<file path="config.mk">
export PLATFORM = sky130hd
export DESIGN_NAME = amc_regs
export DESIGN_NICKNAME = d
export VERILOG_FILES = /design/src/verilog/amc_pkg.sv /design/src/verilog/amc_regs.sv
export SDC_FILE = /design/constraint.sdc
export NUM_CORES = 1
export LEC_CHECK = 0
export CAP_MARGIN = 20
export CORE_ASPECT_RATIO = 1.1
export CORE_MARGIN = 3
export CORE_UTILIZATION = 45
export CTS_BUF_LIST = sky130_fd_sc_hd__clkbuf_16
export DETAILED_ROUTE_END_ITERATION = 8
export DONT_BUFFER_PORTS = 1
export HOLD_SLACK_MARGIN = 0.12
export SLEW_MARGIN = 20
export SYNTH_ARGS = -nofsm -noshare
export SYNTH_HDL_FRONTEND = slang
export SYNTH_SLANG_ARGS = --single-unit
</file>
<file path="constraint.sdc">
create_clock -name mclk_in -period 3.7 [get_ports mclk_in]
set_clock_uncertainty 0.15 [all_clocks]
set_input_delay 0.185 -clock mclk_in [delete_from_list [all_inputs] [get_ports mclk_in]]
set_output_delay 0.185 -clock mclk_in [all_outputs]
set_load 0.01 [all_outputs]
</file>
<file path="src/verilog/amc_pkg.sv">
// Package: map, reset values, fields and types of the motion register bank
package amc_pkg;
  localparam logic [6:0] SLAVE_ADDR = 7'h0f;
  localparam logic [7:0] A_CT = 8'h0c;
  localparam logic [7:0] A_SUP = 8'h0f;
  localparam logic [7:0] A_OCUR = 8'h10;
  localparam logic [7:0] A_OPRE = 8'h11;
  localparam logic [7:0] A_AX = 8'h12;
  localparam logic [7:0] A_AY = 8'h13;
  localparam logic [7:0] A_AZ = 8'h14;
  localparam logic [7:0] A_EVT = 8'h16;
  localparam logic [7:0] A_WAX = 8'h17;
  localparam logic [7:0] A_STAT = 8'h18;
  localparam logic [7:0] A_REL = 8'h1a;
  localparam logic [7:0] A_MAIN = 8'h1b;
  localparam logic [7:0] A_OMSK = 8'h1c;
  localparam logic [7:0] A_FEAT = 8'h1d;
  localparam logic [7:0] A_IPIN = 8'h1e;
  localparam logic [7:0] A_AMSK = 8'h1f;
  localparam logic [7:0] A_TTIM = 8'h28;
  localparam logic [7:0] A_WTIM = 8'h29;
  localparam logic [7:0] A_BTIM = 8'h2a;
  localparam logic [7:0] A_WTHR = 8'h5a;
  localparam logic [7:0] A_BTHR = 8'h5b;
  localparam logic [7:0] A_TANG = 8'h5c;
  localparam logic [7:0] A_HYST = 8'h5f;
  localparam logic [7:0] CT_IDLE = 8'h55;
  localparam logic [7:0] CT_ALT = 8'haa;
  localparam logic [5:0] ORIENT_RST = 6'h20;
  localparam logic [7:0] MAIN_RST = 8'h00;
  localparam logic [7:0] OMSK_RST = 8'h3f;
  localparam logic [7:0] FEAT_RST = 8'h06;
  localparam logic [7:0] IPIN_RST = 8'h08;
  localparam logic [7:0] AMSK_RST = 8'he0;
  localparam logic [7:0] TIM_RST = 8'h00;
  localparam logic [7:0] THR_RST = 8'h00;
  localparam logic [7:0] TANG_RST = 8'h00;
  localparam logic [7:0] HYST_RST = 8'h00;
  localparam int MAIN_TPE = 0;
  localparam int MAIN_WUFE = 1;
  localparam int MAIN_B2SE = 2;
  localparam int MAIN_ODR = 3;
  localparam int FEAT_OWUF = 0;
  localparam int FEAT_OB2S = 2;
  localparam int FEAT_CTC = 4;
  localparam int IPIN_IEA = 3;
  localparam int IPIN_IEN = 4;
  localparam int EVT_ORIENT = 0;
  localparam int EVT_WAKE = 1;
  localparam int EVT_SLEEP = 2;
  // Rate codes: 1, 3, 10 and 40 Hz
  localparam logic [1:0] ODR_1HZ = 2'h0;
  localparam logic [1:0] ODR_3HZ = 2'h1;
  localparam logic [1:0] ODR_10HZ = 2'h2;
  localparam logic [1:0] ODR_40HZ = 2'h3;

  typedef enum logic [2:0] {
    ST_IDLE = 3'h0,
    ST_ADDR = 3'h1,
    ST_ACKA = 3'h3,
    ST_WR = 3'h2,
    ST_ACKW = 3'h6,
    ST_RD = 3'h7,
    ST_RACK = 3'h5
  } amc_state_t;

  typedef struct packed {
    logic [7:0] main;
    logic [7:0] omsk;
    logic [7:0] feat;
    logic [7:0] ipin;
    logic [7:0] amsk;
    logic [7:0] ttim;
    logic [7:0] wtim;
    logic [7:0] btim;
    logic [7:0] wthr;
    logic [7:0] bthr;
    logic [7:0] tang;
    logic [7:0] hyst;
  } amc_cfg_t;

  typedef struct packed {
    logic tick;
    logic [5:0] orient;
    logic [5:0] ax;
    logic [5:0] ay;
    logic [5:0] az;
    logic wake;
    logic sleep;
    logic [5:0] wake_axis;
    logic active;
  } amc_core_t;

  typedef struct packed {
    logic scl_m;
    logic scl_s;
    logic scl_p;
    logic sda_m;
    logic sda_s;
    logic sda_p;
    amc_state_t fsm;
    logic [3:0] cnt;
    logic [7:0] sh;
    logic [7:0] ptr;
    logic rw;
    logic first;
    logic more;
    logic sda_oe;
    amc_cfg_t cfg;
    logic [5:0] ocur;
    logic [5:0] opre;
    logic [5:0] ax;
    logic [5:0] ay;
    logic [5:0] az;
    logic [2:0] evt;
    logic [5:0] wax;
    logic unread;
    logic ovr;
    logic pend;
  } amc_st_t;
endpackage

</file>
<file path="src/verilog/amc_regs.sv">
// Motion sensor register bank behind a serial two-wire slave port
// Behaviour
// - 23 byte registers at mapped serial addresses
// - Test response reads 55, aa while requested
// - Each test response read restores 55
// - Read-only supplier code at 0x0f
// - Orientation updates per rate tick, held during read
// - Orientation one-hot bits 5..0, top bits zero
// - Current orientation resets to left (0x20)
// - Previous orientation keeps state before last change
// - Samples sit in bits 7..2
// - X, Y, Z samples at 0x12..0x14
// - Event bits: sleep 2, wake 1, orientation 0
// - Sleep flag set on move to inactive
// - Wake flag set on move to active
// - Orientation flag set on orientation change
// - Event registers may refresh each rate tick
// - Wake axis register flags causing direction
// - Overrun bit 5, cleared by sample read
// - Status bit 4 ORs events, release clears
// - Status bits 3..2 show rate in use
// - Release read clears events and idles pin
// - Test request forces aa, read clears it
// - Rate codes 1, 3, 10, 40 Hz
// - Address auto-increments across multi-byte transfers
`timescale 1ns/100ps
module amc_regs #(
  // Arbitrary neutral value
  parameter logic [7:0] SUPPLIER_CODE = 8'h5a
) (
  input wire logic mclk_in,
  input wire logic sys_rst_in,
  input wire logic scl_in,
  input wire logic sda_in,
  output logic sda_out,
  output logic sda_oe_out,
  input wire amc_pkg::amc_core_t core_in,
  output amc_pkg::amc_cfg_t cfg_out,
  output logic [1:0] rate_used_out,
  output logic irq_pin_out
);
  import amc_pkg::*;

  amc_st_t q, d;
  logic rise, fall, start, stop, hold, go, ld, wr, int_act;
  logic [1:0] rate;
  logic [7:0] rbyte;

  assign rise = q.scl_s & ~q.scl_p;
  assign fall = ~q.scl_s & q.scl_p;
  assign start = q.scl_s & q.scl_p & q.sda_p & ~q.sda_s;
  assign stop = q.scl_s & q.scl_p & ~q.sda_p & q.sda_s;
  // Sampling stalls while a byte is being shifted out
  assign hold = (q.fsm == ST_RD) || (q.fsm == ST_RACK);
  assign go = (core_in.tick | q.pend) & ~hold;
  assign int_act = |q.evt;

  // Sleep/wake rates only apply once either detector is enabled
  always_comb begin
    if (q.cfg.main[MAIN_B2SE] | q.cfg.main[MAIN_WUFE]) begin
      rate = core_in.active ? q.cfg.feat[FEAT_OWUF +: 2]
                            : q.cfg.feat[FEAT_OB2S +: 2];
    end else begin
      rate = q.cfg.main[MAIN_ODR +: 2];
    end
  end

  always_comb begin
    case (q.ptr)
      A_CT: rbyte = q.cfg.feat[FEAT_CTC] ? CT_ALT : CT_IDLE;
      A_SUP: rbyte = SUPPLIER_CODE;
      A_OCUR: rbyte = {2'h0, q.ocur};
      A_OPRE: rbyte = {2'h0, q.opre};
      A_AX: rbyte = {q.ax, 2'h0};
      A_AY: rbyte = {q.ay, 2'h0};
      A_AZ: rbyte = {q.az, 2'h0};
      A_EVT: rbyte = {5'h0, q.evt};
      A_WAX: rbyte = {2'h0, q.wax};
      A_STAT: rbyte = {2'h0, q.ovr, int_act, rate, 2'h0};
      A_MAIN: rbyte = q.cfg.main;
      A_OMSK: rbyte = q.cfg.omsk;
      A_FEAT: rbyte = q.cfg.feat;
      A_IPIN: rbyte = q.cfg.ipin;
      A_AMSK: rbyte = q.cfg.amsk;
      A_TTIM: rbyte = q.cfg.ttim;
      A_WTIM: rbyte = q.cfg.wtim;
      A_BTIM: rbyte = q.cfg.btim;
      A_WTHR: rbyte = q.cfg.wthr;
      A_BTHR: rbyte = q.cfg.bthr;
      A_TANG: rbyte = q.cfg.tang;
      A_HYST: rbyte = q.cfg.hyst;
      default: rbyte = 8'h00;
    endcase
  end

  always_comb begin
    d = q;
    ld = 1'b0;
    wr = 1'b0;
    d.scl_m = scl_in;
    d.scl_s = q.scl_m;
    d.scl_p = q.scl_s;
    d.sda_m = sda_in;
    d.sda_s = q.sda_m;
    d.sda_p = q.sda_s;
    case (q.fsm)
      ST_ADDR: begin
        if (rise) begin
          d.sh = {q.sh[6:0], q.sda_s};
          d.cnt = q.cnt + 4'h1;
        end else if (fall && q.cnt == 4'h8) begin
          if (q.sh[7:1] == SLAVE_ADDR) begin
            d.fsm = ST_ACKA;
            d.rw = q.sh[0];
            d.sda_oe = 1'b1;
          end else begin
            d.fsm = ST_IDLE;
          end
        end
      end
      ST_ACKA: begin
        if (fall) begin
          d.cnt = 4'h0;
          d.first = 1'b1;
          if (q.rw) begin
            ld = 1'b1;
            d.fsm = ST_RD;
          end else begin
            d.sda_oe = 1'b0;
            d.fsm = ST_WR;
          end
        end
      end
      ST_WR: begin
        if (rise) begin
          d.sh = {q.sh[6:0], q.sda_s};
          d.cnt = q.cnt + 4'h1;
        end else if (fall && q.cnt == 4'h8) begin
          d.fsm = ST_ACKW;
          d.sda_oe = 1'b1;
          d.first = 1'b0;
          if (q.first) begin
            d.ptr = q.sh;
          end else begin
            wr = 1'b1;
            d.ptr = q.ptr + 8'h1;
          end
        end
      end
      ST_ACKW: begin
        if (fall) begin
          d.sda_oe = 1'b0;
          d.cnt = 4'h0;
          d.fsm = ST_WR;
        end
      end
      ST_RD: begin
        if (rise) begin
          d.cnt = q.cnt + 4'h1;
        end else if (fall) begin
          if (q.cnt == 4'h8) begin
            d.sda_oe = 1'b0;
            d.fsm = ST_RACK;
          end else begin
            d.sh = {q.sh[6:0], 1'b0};
            d.sda_oe = ~q.sh[6];
          end
        end
      end
      ST_RACK: begin
        if (rise) begin
          d.more = ~q.sda_s;
        end else if (fall) begin
          if (q.more) begin
            ld = 1'b1;
            d.cnt = 4'h0;
            d.fsm = ST_RD;
          end else begin
            d.fsm = ST_IDLE;
          end
        end
      end
      default: begin
      end
    endcase
    // Byte fetch and its read side effects
    if (ld) begin
      d.sh = rbyte;
      d.sda_oe = ~rbyte[7];
      d.ptr = q.ptr + 8'h1;
      if (q.ptr == A_CT) begin
        d.cfg.feat[FEAT_CTC] = 1'b0;
      end
      if (q.ptr == A_REL) begin
        d.evt = 3'h0;
        d.wax = 6'h0;
      end
      if (q.ptr == A_AX || q.ptr == A_AY || q.ptr == A_AZ) begin
        d.unread = 1'b0;
        d.ovr = 1'b0;
      end
    end
    if (wr) begin
      case (q.ptr)
        A_MAIN: d.cfg.main = q.sh;
        A_OMSK: d.cfg.omsk = q.sh;
        A_FEAT: d.cfg.feat = q.sh;
        A_IPIN: d.cfg.ipin = q.sh;
        A_AMSK: d.cfg.amsk = q.sh;
        A_TTIM: d.cfg.ttim = q.sh;
        A_WTIM: d.cfg.wtim = q.sh;
        A_BTIM: d.cfg.btim = q.sh;
        A_WTHR: d.cfg.wthr = q.sh;
        A_BTHR: d.cfg.bthr = q.sh;
        A_TANG: d.cfg.tang = q.sh;
        A_HYST: d.cfg.hyst = q.sh;
        default: begin
        end
      endcase
    end
    if (start) begin
      d.fsm = ST_ADDR;
      d.cnt = 4'h0;
      d.sda_oe = 1'b0;
    end else if (stop) begin
      d.fsm = ST_IDLE;
      d.sda_oe = 1'b0;
    end
    // Sets come after clears so a coinciding event survives
    d.pend = (core_in.tick | q.pend) & hold;
    if (go) begin
      d.ax = core_in.ax;
      d.ay = core_in.ay;
      d.az = core_in.az;
      d.unread = 1'b1;
      if (q.unread) begin
        d.ovr = 1'b1;
      end
      if (core_in.orient != q.ocur) begin
        d.opre = q.ocur;
        d.ocur = core_in.orient;
        if (q.cfg.main[MAIN_TPE] && |(q.cfg.omsk[5:0] & core_in.orient)) begin
          d.evt[EVT_ORIENT] = 1'b1;
        end
      end
    end
    if (core_in.wake && q.cfg.main[MAIN_WUFE]) begin
      d.evt[EVT_WAKE] = 1'b1;
      d.wax = core_in.wake_axis;
    end
    if (core_in.sleep && q.cfg.main[MAIN_B2SE]) begin
      d.evt[EVT_SLEEP] = 1'b1;
    end
  end

  always_ff @(posedge mclk_in) begin
    if (sys_rst_in) begin
      q <= '0;
      q.scl_m <= 1'b1;
      q.scl_s <= 1'b1;
      q.scl_p <= 1'b1;
      q.sda_m <= 1'b1;
      q.sda_s <= 1'b1;
      q.sda_p <= 1'b1;
      q.ocur <= ORIENT_RST;
      q.opre <= ORIENT_RST;
      q.cfg.main <= MAIN_RST;
      q.cfg.omsk <= OMSK_RST;
      q.cfg.feat <= FEAT_RST;
      q.cfg.ipin <= IPIN_RST;
      q.cfg.amsk <= AMSK_RST;
      q.cfg.ttim <= TIM_RST;
      q.cfg.wtim <= TIM_RST;
      q.cfg.btim <= TIM_RST;
      q.cfg.wthr <= THR_RST;
      q.cfg.bthr <= THR_RST;
      q.cfg.tang <= TANG_RST;
      q.cfg.hyst <= HYST_RST;
    end else begin
      q <= d;
    end
  end

  // Open drain: only ever pulls low
  assign sda_out = 1'b0;
  assign sda_oe_out = q.sda_oe;
  assign cfg_out = q.cfg;
  assign rate_used_out = rate;
  assign irq_pin_out = (int_act & q.cfg.ipin[IPIN_IEN]) ? q.cfg.ipin[IPIN_IEA]
                       : ~q.cfg.ipin[IPIN_IEA];
endmodule

</file>
Word-level counts from Yosys, hierarchy flattened
Index checks and enable logic that the tools add are counted.
{ "classes": {"n_reduce_logical": 50, "add_sub_neg": 2, "mux": 85, "bitwise": 22, "n_eq_ne": 69} }
{ "ops": {"columns": ["op", "n"], "rows": [
  ["case mux 8 bit (22 select lines)", 1],
  ["2-to-1 mux 8 bit", 17],
  ["equality test 8 x 5 -> 1 bit, second input constant", 14],
  ["2-to-1 mux 77 bit", 1],
  ["case mux 7 bit (6 select lines)", 1],
  ["inequality test 4 bit, second input constant", 10],
  ["2-to-1 mux 1 bit", 35],
  ["AND reduction 2 bit", 17],
  ["inequality test 3 bit, second input constant", 11],
  ["equality test 8 x 7 -> 1 bit, second input constant", 4],
  ["2-to-1 mux 7 bit", 4],
  ["2-to-1 mux 3 bit", 9],
  ["equality test 8 x 6 -> 1 bit, second input constant", 3],
  ["inequality test 2 bit, second input constant", 12],
  ["AND reduction 12 bit", 2],
  ["nonzero test 2 bit", 9],
  ["equality test 8 x 4 -> 1 bit, second input constant", 2],
  ["2-to-1 mux 16 bit", 1],
  ["case mux 8 bit (2 select lines)", 1],
  ["2-to-1 mux 12 bit", 1],
  ["nonzero test 6 bit", 2],
  ["2-to-1 mux 11 bit", 1],
  ["AND reduction 11 bit", 1],
  ["bitwise AND 1 bit", 10],
  ["other kinds (32)", 59]
]} }
{ "totals": {"wordCells": 268, "output_inout_bits": 101, "register_bits": 171} }

Longest topological paths before layout
{ "depth": {"ltp_word": 9, "depth_mapped": 11, "mapped_depth_nobuf": 8} }

Worst setup path before layout
No wires, ideal clock.
{ "synth_path": {"path_kind": "flip-flop to flip-flop", "start": "register q[142] in the netlist's numbering", "end": "register q[157] in the netlist's numbering", "t_arrival_ns": 2.152, "period_less_slack_ns": 2.419, "setup_slack_ns": 1.281, "stages_incl_launch_ff": 10, "t_required_ns": 3.433, "n_path_buf": 2, "path_cell_list": "dfxtp_1 inv_1 ha_1 clkbuf_1 and3_1 clkbuf_1 nand3_1 nand4_1 or4_4 a32o_1"} }
{ "synth_via": {"elab_chain_cells": 3, "elab_cells_between_ends": 24, "cone_classes": "eq/ne: 22; mux: 2"} }
{ "synth_rtl": {"columns": ["element", "line", "rtl"], "rows": [
  ["start, declared", "amc_regs.sv:44", "amc_st_t q, d;"],
  ["equality test 8 x 7 -> 1 bit (tied with other cells)", "amc_regs.sv:69", "case (q.ptr)"],
  ["case mux 8 bit (22 select lines) *", "amc_regs.sv:69", null],
  ["2-to-1 mux 16 bit *", "amc_regs.sv:187", "if (ld) begin"]
]} }
Every way passes the cells marked *; elsewhere a longest branch is shown, timed or not.
A chain may end at the register's enable or synchronous reset.

Worst setup path in the final report
{ "layout_path": {"start": "register q[144] in the netlist's numbering", "end": "register q[6] in the netlist's numbering"} }
{ "layout_via": {"elab_chain_cells": 3} }
{ "layout_rtl": {"columns": ["element", "line", "rtl"], "rows": [
  ["equality test 8 x 5 -> 1 bit", "amc_regs.sv:194", "if (q.ptr == A_REL) begin"],
  ["nonzero test 2 bit (no line)", null, null],
  ["AND reduction 2 bit (no line)", null, null]
]} }
Every way passes these cells.

==> results_dict.tcl <==
set metrics [dict create \
    ys_types 73 \
    fin_crit_ns 3.196 \
    placed_area_mm2 0.008781 \
    overflow 0 \
    post_route_cells_drive_above_1_share_pct 9.082 \
    multi_input_area_mm2 0.004765 \
    async_flop_share_pct 0 \
    netlist_area_mm2 0.009303 \
    boundaryPins 139 \
    die-area_mm2 0.02244 \
    fillers 1934 \
    p_int_w 0.003002 \
    tightestPinTransition_ns 1.067 \
    status "finished clean" \
    postCtsResizedCells 0 \
    cts.sinks 171 \
    ys_seq_area_share_pct 36.80 \
    grtUsageTotal_pct 28.50 \
    power_leakage_nw 3.681 \
    max_cap_viol_count 0 \
    die_h_um 156.8 \
    start_util_pct 46.36 \
    placementRows 54 \
    cp_max_fo 14 \
    crit_arrival_ns 3.36 \
    rsz0062_at_grt "false" \
    setup_tns_ns 0 \
    cts-root-buf "clkbuf_16" \
    clk_path_buf_depth 2 \
    switching_share_pct 23.39 \
    design_area_mm2 0.009836 \
    cts_max_level 4 \
    synth_edf_count 0 \
    hold_viol_final 0 \
    power.density_mw_per_mm2 398.4 \
    antenna_found_initial 0 \
    clkSlewWorstSetupHoldPaths_ns 0.07 \
    grt_pass1_vias 7554 \
    grt_pass1_wl_um 48510 \
    synth_ff_type "dfxtp_1" \
    cts_buffers 17 \
    synth_seq_cells 171 \
    wirelength_um 32410 \
    grt_max_degree 148 \
    drt_iter0_markers 1005 \
    die_w_um 143.1 \
    syn2layout_area_growth_pct 5.730 \
    route.detailed.wl_per_inst_um 24.35 \
    startpoint_type "register" \
    clockPowerShare_pct 48.1 \
    dr.pass1.iters 6 \
    cts_tree "done" \
    cp-end-kind "register" \
    ant_nets 0 \
    gp_congestion 0.9855 \
    p_sw_w 0.0009164 \
    clock_latency_ns 0.43 \
    syn_nets 1201 \
    seq_power_share_pct 48.0 \
    yosys_warnings 0 \
    route.detailed.drc 0 \
    setup_violations 0 \
    final_nets 1110 \
    vias_per_cell 6.232 \
    hp-class "in2reg" \
    period_share_pct 86.38 \
    pwr-share-comb_pct 3.9 \
    fmax_mhz 312.9 \
    crit_type "reg2reg" \
    fin_cells 1331 \
    syn_area_per_cell_um2 8.040 \
    peakVddDrop_uv 301.1 \
    antenna_cells 0 \
    port-buffer-count 0 \
    vias 8295 \
    cp.required_ns 3.86 \
    max_slew_margin_pct 28.74 \
    dp_hpwl_um 22850 \
    dp_cells 1256 \
    synth_cells 1157 \
    core_area_mm2 0.02007 \
    drv_slew 0 \
    regArea_mm2 0.003423 \
]
## Yosys cell counts (7+ instances only)
cell type  number  share of area [%]
nor2b_1         9               0.61
nand2_1       173                7.0
nand4_1         9               0.61
nor3_1         18               0.97
a21oi_1        93                5.0
mux2_2          8               0.97
nand3_1        61                3.3
buf_4          99                8.0
or2_2           9               0.61
a22o_1         16                1.5
nand2b_1       10               0.67
clkbuf_1       60                2.4
a211oi_1        9               0.73
nor2_1         92                3.7
a22oi_1        28                2.3
buf_2          17               0.91
nor3b_1         7               0.56
mux2i_1        75                8.1
inv_1          12               0.48
o21ai_0        37                2.0
and3_1         11               0.74
dfxtp_1       171                 37
o22ai_1         8               0.54
## path summary, 6_finish.rpt
kind,start,endpoint,slack (ns),depth (start not counted)
min reg2reg,d[169]$_SDFF_PP1_,d[168]$_SDFF_PP1_,0.26,1
max,q[144]$_SDFFE_PP0P_,q[6]$_SDFFE_PP0P_,0.50,5
min,core_in[31],q[35]$_SDFFE_PP1P_,0.21,4
max reg2reg,q[144]$_SDFFE_PP0P_,q[6]$_SDFFE_PP0P_,0.50,5
## through the flow
| step | power [W] | setup slack, ns | hold WS (ns) | util (%) |
|---|---|---|---|---|
| detailed placement | 0.002012 | 0.6580 | 0.1295 | 43.76 |
| global placement | 0.002011 | 0.7380 | 0.1261 | 43.76 |
| CTS | 0.003939 | 0.6046 | 0.1903 | 49.01 |
| floorplan | 0.002001 | 1.281 | 0.1388 | - |
| global route | 0.004032 | 0.3170 | 0.2305 | 49.01 |
| finish | 0.003919 | 0.5040 | 0.2053 | 49.01 |
## cells by family (layout without fill, tap and decap cells)
| logic type | after synthesis | in the layout | share of synthesized area [%] |
|---|---|---|---|
| AND/OR/NAND/NOR | 439 | 439 | 22.47 |
| AO/OA/AOI/OAI | 250 | 250 | 17.51 |
| buffers and inverters | 196 | 118 | 12.29 |
| flip-flops | 171 | 171 | 36.80 |
| multiplexers | 83 | 83 | 9.038 |
| XOR/XNOR | 11 | 11 | 1.036 |
| adder cells (fa/ha/maj) | 6 | 6 | 0.8070 |
| other | 1 | 1 | 0.04031 |
## final cells by class
cell class | instances | area share (%)
clock buffers | 17 | 4.325
clock inverters | 15 | 1.845
inverters | 12 | 0.4580
multi-input cells | 790 | 48.44
flip-flops and latches | 171 | 34.80
well taps | 252 | 3.206
repair buffers | 74 | 6.920
## power groups by stage
stage               Sequential [W]  Combinational, W  Clock, W
global route               0.00188          0.000164   0.00199
finish                     0.00188          0.000151   0.00189
floorplan                  0.00191         0.0000862         0
global placement           0.00192         0.0000879         0
detailed placement         0.00192         0.0000888         0
CTS                        0.00188          0.000150   0.00191
## routing by layer
layer	vias to the layer above	track usage, %	routed length, µm
li1	3797	-	-
met1	4012	38.36	13460
met2	414	44.07	14880
met3	72	7.090	2838
met4	0	10.96	1224
met5	-	0	0
## what timing repair did
item	4_1_cts	5_1_grt
hold endpoints to repair	153	0
hold buffers	43	0
buffers inserted	0	0
## flip-flops by register name (all words and copies together), names as in the netlist
name	cells
cfg_out	96
q	70
d	4
sda_oe_out	1
## critical path: stages, from the launching register on
cell and delay, ns:
dfxtp_1 0.53, nor2b_1 0.92, nand4_1 0.57, nand3_1 0.23, a21oi_1 0.08, dlygate4sd3_1 0.59
## cells in the final DEF (no fill, tap or decap), drive strengths merged, types with 10 or more instances in the layout
master / netlist / final
nand4: 11 / 11
inv: 12 / 20
mux2i: 75 / 75
a22o: 16 / 16
nand3: 65 / 65
clkbuf: 60 / 17
nand2b: 10 / 10
nand2: 173 / 173
a22oi: 28 / 28
nor3: 20 / 20
dlygate4sd3: 0 / 42
dfxtp: 171 / 171
buf: 124 / 32
and3: 12 / 12
nor2: 92 / 92
a21oi: 93 / 93
o21ai: 38 / 38
Power figures use the tool's default switching activity.
